[src/design/pcm_pkg.sv]
// Package for the port control mask and status register bank.
// Assumes an upstream I2C slave turns transfers into byte-wide accesses.
package pcm_pkg;

   // Register offsets
   localparam logic [7:0] ADDR_CONTROL  = 8'h04;
   localparam logic [7:0] ADDR_MANUAL   = 8'h09;
   localparam logic [7:0] ADDR_SOFT_RST = 8'h0A;
   localparam logic [7:0] ADDR_GATE_A   = 8'h0E;
   localparam logic [7:0] ADDR_GATE_B   = 8'h0F;
   localparam logic [7:0] ADDR_CONN     = 8'h11;

   // Reset values and writable-bit masks
   localparam logic [7:0] RST_GATE      = 8'h00;
   localparam logic [7:0] RST_CONN      = 8'h00;
   localparam logic [7:0] WMASK_GATE_A  = 8'h7F;
   localparam logic [7:0] WMASK_GATE_B  = 8'h6F;
   localparam logic       RST_GLOBAL    = 1'b1;

   // Field positions
   localparam int SOFT_RST_BIT   = 0;
   localparam int GLOBAL_BIT     = 0;
   localparam int MAN_ERR_REC    = 0;
   localparam int MAN_DISABLED   = 1;
   localparam int MAN_UNATT_SRC  = 2;
   localparam int MAN_UNATT_SNK  = 3;
   localparam int MAN_FORCE_SNK  = 4;
   localparam int MAN_FORCE_SRC  = 5;
   localparam logic [7:0] MAN_WMASK = 8'h3F;

   // One-hot manual request outcome
   typedef enum logic [6:0] {
      PCM_REQ_NONE      = 7'h01,
      PCM_REQ_DISABLED  = 7'h02,
      PCM_REQ_ERR_REC   = 7'h04,
      PCM_REQ_FORCE_SRC = 7'h08,
      PCM_REQ_FORCE_SNK = 7'h10,
      PCM_REQ_UNATT_SRC = 7'h20,
      PCM_REQ_UNATT_SNK = 7'h40
   } pcm_req_e;

   // Register access from the I2C front end
   typedef struct packed {
      logic       wr;
      logic       rd;
      logic [7:0] addr;
      logic [7:0] wdata;
   } pcm_acc_s;

   // Raw connection status from the detection logic
   typedef struct packed {
      logic       weak_battery_sink_active;
      logic       bus_voltage_near_zero;
      logic [1:0] orient;
      logic       bus_voltage_valid;
      logic [1:0] sink_current_level;
      logic       attached;
   } pcm_conn_s;

endpackage

[src/design/pcm_regs.sv]
// Mask, soft reset, manual-state ranking and connection status registers.
// Assumes an I2C slave on ref_clk presents one access per strobe, and that
// the interrupt flags come from the interrupt register on ref_clk.
//
// Overview of operation
// - Writing reset bit one resets logic, registers
// - Disabled bit stays set until host clears
// - Disabled bit overrides port-role changes
// - Port-role change outranks other manual bits
// - First mask: one bit per source
// - Second mask layout, bits 7,4 reserved
// - Masking never stops flag setting
// - Pin releases when no unmasked flag pending
// - Status bit7 weak-battery sink active
// - Status bit6 bus voltage near zero
// - Status bits 5:4 cable orientation
// - Status bit3 bus voltage valid
// - Status bits 2:1 current advertisement
// - Status bit0 attached
// - Global mask blocks pin, resets one
// - One manual bit honoured, priority order
`timescale 1ns/1ns
module pcm_regs (
   // Clock and reset
   input  wire logic              ref_clk,
   input  wire logic              nrst,
   // Register access
   input  wire pcm_pkg::pcm_acc_s acc,
   output logic [7:0]             rdata,
   // Interrupt flags and pin
   input  wire logic [7:0]        flags_a,
   input  wire logic [7:0]        flags_b,
   output logic                   int_n,
   // Port-role register changed this cycle
   input  wire logic              port_role_wr,
   // Detection status inputs, asynchronous
   input  wire pcm_pkg::pcm_conn_s conn_raw,
   // Outputs to the port logic
   output logic                   soft_reset_request,
   output logic                   hold_disabled,
   output pcm_pkg::pcm_req_e      manual_req
);

   logic [7:0]         gate_a;
   logic [7:0]         gate_b;
   logic               global_mask;
   logic               disabled;
   logic [7:0]         next_gate_a;
   logic [7:0]         next_gate_b;
   logic               next_global;
   logic               next_disabled;
   logic               next_srr;
   pcm_pkg::pcm_req_e  next_req;
   pcm_pkg::pcm_conn_s conn_s1;
   pcm_pkg::pcm_conn_s connection_state;
   logic [7:0]         next_rdata;
   logic               next_int_n;
   logic               soft_rst_hit;

   // True when this access writes the given register
   function automatic logic wr_hit(input pcm_pkg::pcm_acc_s a,
                                   input logic [7:0] addr);
      return a.wr && (a.addr == addr);
   endfunction

   // True when some source is pending with its own gate open
   function automatic logic gated_any(input logic [7:0] flags,
                                      input logic [7:0] gate,
                                      input logic [7:0] wmask);
      return |(flags & ~gate & wmask);
   endfunction

   // Host-written one on the reset bit restarts the port logic and the mask, control and manual registers next cycle
   assign soft_rst_hit = wr_hit(acc, pcm_pkg::ADDR_SOFT_RST)
                         && acc.wdata[pcm_pkg::SOFT_RST_BIT];

   always_comb begin
      next_gate_a   = gate_a;
      next_gate_b   = gate_b;
      next_global   = global_mask;
      next_disabled = disabled;
      next_req      = pcm_pkg::PCM_REQ_NONE;
      next_srr      = soft_rst_hit;
      if (wr_hit(acc, pcm_pkg::ADDR_GATE_A)) begin
         next_gate_a = acc.wdata & pcm_pkg::WMASK_GATE_A;
      end
      if (wr_hit(acc, pcm_pkg::ADDR_GATE_B)) begin
         next_gate_b = acc.wdata & pcm_pkg::WMASK_GATE_B;
      end
      if (wr_hit(acc, pcm_pkg::ADDR_CONTROL)) begin
         next_global = acc.wdata[pcm_pkg::GLOBAL_BIT];
      end
      if (wr_hit(acc, pcm_pkg::ADDR_MANUAL)) begin
         // Disabled only changes on an explicit write, never by itself
         next_disabled = acc.wdata[pcm_pkg::MAN_DISABLED];
         // Disabled, role change, err-rec, force src, force snk, unatt src, unatt snk win in that order; the rest are dropped
         if (acc.wdata[pcm_pkg::MAN_DISABLED]) begin
            next_req = pcm_pkg::PCM_REQ_DISABLED;
         end else if (port_role_wr) begin
            next_req = pcm_pkg::PCM_REQ_NONE;
         end else if (acc.wdata[pcm_pkg::MAN_ERR_REC]) begin
            next_req = pcm_pkg::PCM_REQ_ERR_REC;
         end else if (acc.wdata[pcm_pkg::MAN_FORCE_SRC]) begin
            next_req = pcm_pkg::PCM_REQ_FORCE_SRC;
         end else if (acc.wdata[pcm_pkg::MAN_FORCE_SNK]) begin
            next_req = pcm_pkg::PCM_REQ_FORCE_SNK;
         end else if (acc.wdata[pcm_pkg::MAN_UNATT_SRC]) begin
            next_req = pcm_pkg::PCM_REQ_UNATT_SRC;
         end else if (acc.wdata[pcm_pkg::MAN_UNATT_SNK]) begin
            next_req = pcm_pkg::PCM_REQ_UNATT_SNK;
         end
      end
      if (soft_rst_hit) begin
         next_gate_a   = pcm_pkg::RST_GATE;
         next_gate_b   = pcm_pkg::RST_GATE;
         next_global   = pcm_pkg::RST_GLOBAL;
         next_disabled = 1'b0;
         next_req      = pcm_pkg::PCM_REQ_NONE;
      end
   end

   always_ff @(posedge ref_clk) begin
      if (!nrst) begin
         gate_a             <= pcm_pkg::RST_GATE;
         gate_b             <= pcm_pkg::RST_GATE;
         global_mask        <= pcm_pkg::RST_GLOBAL;
         disabled           <= 1'b0;
         manual_req         <= pcm_pkg::PCM_REQ_NONE;
         soft_reset_request <= 1'b0;
      end else begin
         gate_a             <= next_gate_a;
         gate_b             <= next_gate_b;
         global_mask        <= next_global;
         disabled           <= next_disabled;
         manual_req         <= next_req;
         soft_reset_request <= next_srr;
      end
   end

   // Port logic ignores role settings while this is high
   assign hold_disabled = disabled;

   // Status passes two flops; multi-bit fields may show one mixed sample
   always_ff @(posedge ref_clk) begin
      if (!nrst) begin
         conn_s1          <= pcm_pkg::RST_CONN;
         connection_state <= pcm_pkg::RST_CONN;
      end else begin
         conn_s1          <= conn_raw;
         connection_state <= conn_s1;
      end
   end

   // Flags are never touched here, only gated onto the pin
   always_comb begin
      next_int_n = 1'b1;
      if (!global_mask) begin
         if (gated_any(flags_a, gate_a, pcm_pkg::WMASK_GATE_A)
             || gated_any(flags_b, gate_b, pcm_pkg::WMASK_GATE_B)) begin
            next_int_n = 1'b0;
         end
      end
      case (acc.addr)
         pcm_pkg::ADDR_GATE_A: next_rdata = gate_a;
         pcm_pkg::ADDR_GATE_B: next_rdata = gate_b;
         pcm_pkg::ADDR_CONN:   next_rdata = connection_state;
         pcm_pkg::ADDR_CONTROL:
            next_rdata = {7'h00, global_mask};
         pcm_pkg::ADDR_MANUAL:
            next_rdata = {6'h00, disabled, 1'b0};
         default:              next_rdata = 8'h00;
      endcase
      // Read data holds between strobes so the front end may fetch it late
      if (!acc.rd) begin
         next_rdata = rdata;
      end
   end

   always_ff @(posedge ref_clk) begin
      if (!nrst) begin
         int_n <= 1'b1;
         rdata <= 8'h00;
      end else begin
         int_n <= next_int_n;
         rdata <= next_rdata;
      end
   end

   a_disabled_sticky: assert property (
      @(posedge ref_clk) disable iff (!nrst)
      (disabled && !wr_hit(acc, pcm_pkg::ADDR_MANUAL) && !soft_rst_hit)
      |=> disabled)
      else $error("disabled bit cleared without a write");

   a_disabled_clear: assert property (
      @(posedge ref_clk) disable iff (!nrst)
      (wr_hit(acc, pcm_pkg::ADDR_MANUAL)
       && !acc.wdata[pcm_pkg::MAN_DISABLED])
      |=> !hold_disabled)
      else $error("disabled bit not cleared by host write");

   a_hold_follows: assert property (
      @(posedge ref_clk) disable iff (!nrst)
      (port_role_wr && hold_disabled && !soft_rst_hit
       && !wr_hit(acc, pcm_pkg::ADDR_MANUAL))
      |=> hold_disabled)
      else $error("port role change lifted the disabled hold");

   a_disabled_first: assert property (
      @(posedge ref_clk) disable iff (!nrst)
      (wr_hit(acc, pcm_pkg::ADDR_MANUAL) && !soft_rst_hit
       && acc.wdata[pcm_pkg::MAN_DISABLED])
      |=> (hold_disabled && manual_req == pcm_pkg::PCM_REQ_DISABLED))
      else $error("disabled request not ranked first");

   a_soft_reset: assert property (
      @(posedge ref_clk) disable iff (!nrst)
      soft_rst_hit |=> (soft_reset_request && !hold_disabled
                        && gate_a == pcm_pkg::RST_GATE
                        && gate_b == pcm_pkg::RST_GATE
                        && global_mask == pcm_pkg::RST_GLOBAL))
      else $error("soft reset did not clear registers");

   a_srr_pulse: assert property (
      @(posedge ref_clk) disable iff (!nrst)
      !soft_rst_hit |=> !soft_reset_request)
      else $error("soft reset request without a write");

   a_role_wins: assert property (
      @(posedge ref_clk) disable iff (!nrst)
      (wr_hit(acc, pcm_pkg::ADDR_MANUAL) && port_role_wr
       && !acc.wdata[pcm_pkg::MAN_DISABLED] && !soft_rst_hit)
      |=> manual_req == pcm_pkg::PCM_REQ_NONE)
      else $error("manual bit beat port role change");

   a_manual_order: assert property (
      @(posedge ref_clk) disable iff (!nrst)
      (wr_hit(acc, pcm_pkg::ADDR_MANUAL) && !port_role_wr && !soft_rst_hit
       && acc.wdata[pcm_pkg::MAN_ERR_REC]
       && !acc.wdata[pcm_pkg::MAN_DISABLED])
      |=> manual_req == pcm_pkg::PCM_REQ_ERR_REC)
      else $error("manual priority wrong");

   a_req_pulse: assert property (
      @(posedge ref_clk) disable iff (!nrst)
      !wr_hit(acc, pcm_pkg::ADDR_MANUAL)
      |=> manual_req == pcm_pkg::PCM_REQ_NONE)
      else $error("manual request outlived its write");

   a_gate_reserved: assert property (
      @(posedge ref_clk) disable iff (!nrst)
      gate_a[7] == 1'b0 && gate_b[7] == 1'b0 && gate_b[4] == 1'b0)
      else $error("reserved mask bit set");

   a_gate_a_write: assert property (
      @(posedge ref_clk) disable iff (!nrst)
      (wr_hit(acc, pcm_pkg::ADDR_GATE_A) && !soft_rst_hit)
      |=> gate_a == ($past(acc.wdata) & pcm_pkg::WMASK_GATE_A))
      else $error("first mask write lost");

   a_gate_b_write: assert property (
      @(posedge ref_clk) disable iff (!nrst)
      (wr_hit(acc, pcm_pkg::ADDR_GATE_B) && !soft_rst_hit)
      |=> gate_b == ($past(acc.wdata) & pcm_pkg::WMASK_GATE_B))
      else $error("second mask write lost");

   a_global_write: assert property (
      @(posedge ref_clk) disable iff (!nrst)
      (wr_hit(acc, pcm_pkg::ADDR_CONTROL) && !soft_rst_hit)
      |=> global_mask == $past(acc.wdata[pcm_pkg::GLOBAL_BIT]))
      else $error("global mask write lost");

   a_pin_global: assert property (
      @(posedge ref_clk) disable iff (!nrst)
      $past(global_mask) |-> int_n)
      else $error("pin asserted under global mask");

   a_pin_asserts: assert property (
      @(posedge ref_clk) disable iff (!nrst)
      (!global_mask && |(flags_a & ~gate_a & pcm_pkg::WMASK_GATE_A))
      |=> !int_n)
      else $error("pin not asserted for unmasked flag");

   a_pin_asserts_b: assert property (
      @(posedge ref_clk) disable iff (!nrst)
      (!global_mask && |(flags_b & ~gate_b & pcm_pkg::WMASK_GATE_B))
      |=> !int_n)
      else $error("pin not asserted for unmasked second flag");

   a_pin_release: assert property (
      @(posedge ref_clk) disable iff (!nrst)
      (!(|(flags_a & ~gate_a & pcm_pkg::WMASK_GATE_A))
       && !(|(flags_b & ~gate_b & pcm_pkg::WMASK_GATE_B)))
      |=> int_n)
      else $error("masked flag held the pin");

   a_conn_read: assert property (
      @(posedge ref_clk) disable iff (!nrst)
      (acc.rd && acc.addr == pcm_pkg::ADDR_CONN)
      |=> rdata == $past(connection_state))
      else $error("status read did not return the status");

   a_reserved_read: assert property (
      @(posedge ref_clk) disable iff (!nrst)
      (acc.rd && acc.addr == pcm_pkg::ADDR_SOFT_RST)
      |=> rdata == '0)
      else $error("write-only register read back nonzero");

   a_status_path: assert property (
      @(posedge ref_clk) disable iff (!nrst)
      nrst && $past(nrst, 2) |-> connection_state == $past(conn_raw, 2))
      else $error("status not two cycles behind input");

endmodule

[config.mk]
export PLATFORM = sky130hd
export DESIGN_NAME = pcm_regs
export DESIGN_NICKNAME = d
export VERILOG_FILES = /design/src/design/pcm_pkg.sv /design/src/design/pcm_regs.sv
export SDC_FILE = /design/constraint.sdc
export NUM_CORES = 1
export LEC_CHECK = 0
export BUFFER_PORTS_ARGS = -buffer_cell sky130_fd_sc_hd__clkbuf_2
export CAP_MARGIN = 20
export CORE_MARGIN = 2
export CORE_UTILIZATION = 54
export CTS_BUF_LIST = sky130_fd_sc_hd__clkbuf_16
export DETAILED_ROUTE_END_ITERATION = 7
export PLACE_DENSITY = 0.84
export SYNTH_ARGS = -nofsm -noshare
export SYNTH_HDL_FRONTEND = slang
export SYNTH_SLANG_ARGS = --single-unit
[constraint.sdc]
create_clock -name ref_clk -period 3.5 [get_ports ref_clk]
set_clock_uncertainty 0.2 [all_clocks]
set_input_delay 0.35 -clock ref_clk [delete_from_list [all_inputs] [get_ports ref_clk]]
set_output_delay 0.35 -clock ref_clk [all_outputs]
set_load 0.05 [all_outputs]
Word-level counts from Yosys, hierarchy flattened
Index checks and enable logic that the tools add are counted.

Reductions and logical operators: 17. Eq/ne operators: 6. Mux-type cells: 9. Bitwise gates (word level): 6.

Operators with widths (number): one-hot mux 8 bit (5 select lines) (1); == test 8 x 4 -> 1 bit (second input constant) (4); AND 7 bit (2); inverter 7 bit (2); OR reduction 7 bit (2); OR reduction 6 bit (2); OR reduction 9 bit (1); == test 8 x 3 -> 1 bit (second input constant) (1); == test 8 x 5 -> 1 bit (second input constant) (1); OR reduction 8 bit (1); 2-to-1 mux 7 bit (1); logical AND 1 bit (6); 2-to-1 mux 6 bit (1); 2-to-1 mux 5 bit (1); OR reduction 5 bit (1); 2-to-1 mux 2 bit (2); 2-to-1 mux 4 bit (1); OR reduction 2 bit (2); 2-to-1 mux 3 bit (1); OR reduction 3 bit (1); inverter 1 bit (2); logical OR 1 bit (1); 2-to-1 mux 1 bit (1).

Register bits: 48. Output and inout bits: 18.

Logic depth before layout (Yosys ltp)
Word-level depth: 7. Depth in mapped cells: 6. Mapped depth without buffers: 4.

Worst setup path before layout
No wires, ideal clock.

Path type: input-to-reg. Start point: input port acc[13] in the netlist's numbering. End point: register manual_req[3]. Stages on the path: 4. Data required time: 3.184 ns. Setup time: 0.116 ns. Path slack: 1.721 ns. Data arrival time: 1.463 ns. Cells stage by stage: or4_4 o31ai_4 nor4_2 and3b_1.

Longest elaborated chain between the ends: 4. Elaborated cells on any way between the ends: 7. Classes of those cells: eq/ne (2); bitwise (1); reduce/logical (4).

RTL lines: start, declared (line pcm_regs.sv:28) `input wire pcm_pkg::pcm_acc_s acc,`; == test 8 x 4 -> 1 bit (line pcm_regs.sv:63) `return a.wr && (a.addr == addr);`; logical AND 1 bit (line pcm_regs.sv:63); logical AND 1 bit / inverter 1 bit (equally long branches); OR reduction 6 bit (no source line) (*); end signal, assigned (line pcm_regs.sv:128) `manual_req <= pcm_pkg::PCM_REQ_NONE;`; end signal, assigned (line pcm_regs.sv:135) `manual_req <= next_req;`; end, declared (line pcm_regs.sv:41) `output pcm_pkg::pcm_req_e manual_req`.

Mark *: on every way between the ends. The rest lies on a longest branch, timed or not. A chain may end at the register's enable or synchronous reset.

Final worst setup path
Start point: input port acc[12] in the netlist's numbering. End point: register gate_a[3].

Longest elaborated chain between the ends: 4. Elaborated cells on any way between the ends: 6. Classes of those cells: eq/ne (2); reduce/logical (4).

RTL lines: == test 8 x 4 -> 1 bit (line pcm_regs.sv:63); logical AND 1 bit (line pcm_regs.sv:63); logical AND 1 bit (line pcm_regs.sv:75) `&& acc.wdata[pcm_pkg::SOFT_RST_BIT];`; OR reduction 2 bit (no source line); end signal, assigned (line pcm_regs.sv:124) `gate_a <= pcm_pkg::RST_GATE;`; end signal, assigned (line pcm_regs.sv:131) `gate_a <= next_gate_a;`; end, declared (line pcm_regs.sv:44) `logic [7:0] gate_a;`.

Parallel ways exist; a longest one is shown, timed or not.

==> impl_metrics.csv <==
group,metric,value,unit
timing,worstMarginPinSlew,662,ps
die,io_pins,63,
power_and_ir_drop,leakage,1.17,nW
route,ant_nets,0,
route,drt_iter0_markers,106,
timing,rsz0062_at_grt,"false",
yosys,synth_xor_area_share,0.445,%
setup_path,critPathMaxFanout,7,
clocking,insertion_delay,280,ps
setup_path,worstPathArrival,1830,ps
yosys,ys_types,36,
die,die_x,64.4,µm
yosys,synth.yosys.warnings,0,
grt,grt_util_all_layers,23.4,%
timing,finalCriticalPeriod,1870,ps
yosys,synthMuxAreaShare,8.21,%
timing,finalHoldViolations,0,
yosys,synth_fp_nets,242,
timing,slew-limit-headroom,55.8,%
placed_design,gp_congestion,0.849,
timing,final.setup.tns,0,ps
yosys,synth-main-ff-cell,"dfxtp_1",
setup_path,cp-start-kind,"input port",
route,vias_per_cell,5.50,
worst_hold_path,timing.hold.worst.class,"input port to flop",
power_and_ir_drop,power_density,445,mW/mm²
timing,setup_viol,0,
grt,grt_max_degree,21,
grt,gr-total-overflow,0,
placed_design,io_buffers,58,
final_layout,area_growth,23.1,%
yosys,synth.ff_latch_count,48,
yosys,synth-simple-area-share,22.5,%
clocking,cts_hold_buf,0,
clocking,ctsResizeCount,0,
yosys,synth_edf_count,0,
die,rows,21,
yosys,ys_seq_area_share,48.9,%
route,vias,1656,
power_and_ir_drop,peakVddDrop,0.270,mV
clocking,cts-root-buf,"clkbuf_16",
yosys,synth_area_leaders,"dfxtp_1 49%, mux2i_1 7.6%, a22o_1 6.7%",
grt,grt_pass1_vias,1634,
final_layout,final_common_cell,"clkbuf_2",
grt,antenna_found_initial,0,
final_layout,n_antenna_cell,0,
clocking,postCtsSetupBuffers,0,
final_layout,final_cell_mix,"58 x clkbuf_2, 48 x dfxtp_1, 18 x and2_1, 18 x inv_1, 17 x nor2_1",
timing,period_share,53.5,%
clocking,htree_levels,2,
run,cap_violations,0,
clocking,cts-buffers-inserted,5,
final_layout,fin_nets,299,
setup_path,required,3460,ps
yosys,synthAdderAreaFrac,0,%
die,die_h,64.4,µm
clocking,cts_tree,"done",
final_layout,drive_gt1_share,28.2,%
yosys,synth.cell_area,0.00197,mm²
final_layout,fillCellCount,296,
clocking,cts_sinks,48,
route,drc_errors,0,
clocking,clockBufferDepth,2,
yosys,synthCells,197,
power_and_ir_drop,finalPower,1.08,mW
clocking,cts.clk_slew.worst_paths,60,ps
timing,whs,69.5,ps
yosys,synth_top_family_by_area,"simple AND/OR/NAND/NOR gates",
setup_path,crit_type,"input port to flop",
final_layout,final_util,70.9,%
yosys,netlist.area_leader.share,48.9,%
timing,drv_slew,0,
route,firstDrtPassIters,4,
die,die_area,0.00414,mm²
yosys,postSynthAreaPerCell,9.98,µm²
setup_path,end_kind,"flop",
grt,grt_pass1_wl,7.40,mm
timing,max_freq,534,MHz
die,coreArea,0.00342,mm²
yosys,synth-async-reset-ratio,0,%
route,drt-total-wl,4.34,mm
route,wl_per_cell,14.4,µm
yosys,yosysTopAreaCell,"dfxtp_1",
yosys,synth_compound_area_share,14.8,%
placed_design,dpl.hpwl,3.26,mm
outcome,status,"finished clean",
die,start_util,57.6,%
-- synth_stat cells (2+ instances only) --
| cell | count |
|---|---|
| dfxtp_1 | 48 |
| and2_1 | 18 |
| nor2_1 | 17 |
| inv_1 | 16 |
| a22o_1 | 15 |
| mux2i_1 | 15 |
| o22ai_1 | 6 |
| a21oi_1 | 5 |
| and3_1 | 4 |
| buf_2 | 4 |
| clkbuf_1 | 4 |
| nand2_1 | 4 |
| nand3_1 | 4 |
| nand2b_1 | 3 |
| nand4_1 | 3 |
| nor2b_1 | 3 |
| nor3_1 | 3 |
| and3b_1 | 2 |
| and4b_1 | 2 |
| nand4b_1 | 2 |
| nor4_1 | 2 |
| nor4_2 | 2 |
| o21ai_0 | 2 |
-- where the power goes --
group	leakage, nW	switching, mW	internal (mW)
logic	0.699	0.0424	0.0319
registers	0.390	0.00221	0.555
clock network	0.0764	0.185	0.260
-- per-stage QoR --
step	instance area, µm²	setup WS [ps]	cells
floorplan	1970	1720	197
global placement	2280	1380	293
detailed placement	2280	1370	293
CTS	2420	1640	301
global route	2420	1440	301
finish	2420	1630	301
-- worst max-delay path, cell delays in order --
cell      delay [ps]
clkbuf_2         150
nor4_2           430
nand4b_1         500
mux2i_1          340
nor2_1            50
-- final cells by class --
cell class	instances	area (µm²)	share of cell area [%]
well taps	46	57.6	2.38
flip-flops and latches	48	961	39.7
multi-input cells	124	903	37.3
inverters	16	60.1	2.48
clock buffers	5	125	5.17
clock inverters	3	16.3	0.672
repair buffers	59	298	12.3
-- routing by layer --
layer | vias up | track usage [%] | share of wire (%)
met1 | 751 | 29.2 | 43
li1 | 818 | - | -
met5 | - | 0 | 0
met4 | 0 | 9.57 | 2.1
met2 | 74 | 37.5 | 47
met3 | 13 | 7.22 | 8.4
-- path summary, 6_finish.rpt --
check,start,to,slack (ps),depth (start not counted)
worst max-delay path,acc[12],gate_a[3],1630,5
worst min-delay path,conn_raw[4],conn_s1[4],70,2
worst max register to register,gate_a[3],int_n,2170,3
worst min register to register,conn_s1[2],connection_state[2],230,1
-- flip-flops by register name, indices dropped and copies added (netlist names) --
signal              cells
connection_state        8
hold_disabled           1
gate_a                  7
rdata                   8
global_mask             1
manual_req              7
conn_s1                 8
int_n                   1
soft_reset_request      1
gate_b                  6
-- logic make-up after synthesis --
family | after synthesis
compound gates | 34
xor+xnor | 1
buf+inv | 25
flops | 48
mux | 16
simple gates | 73
Note: power is estimated with default switching activity, not from simulation.
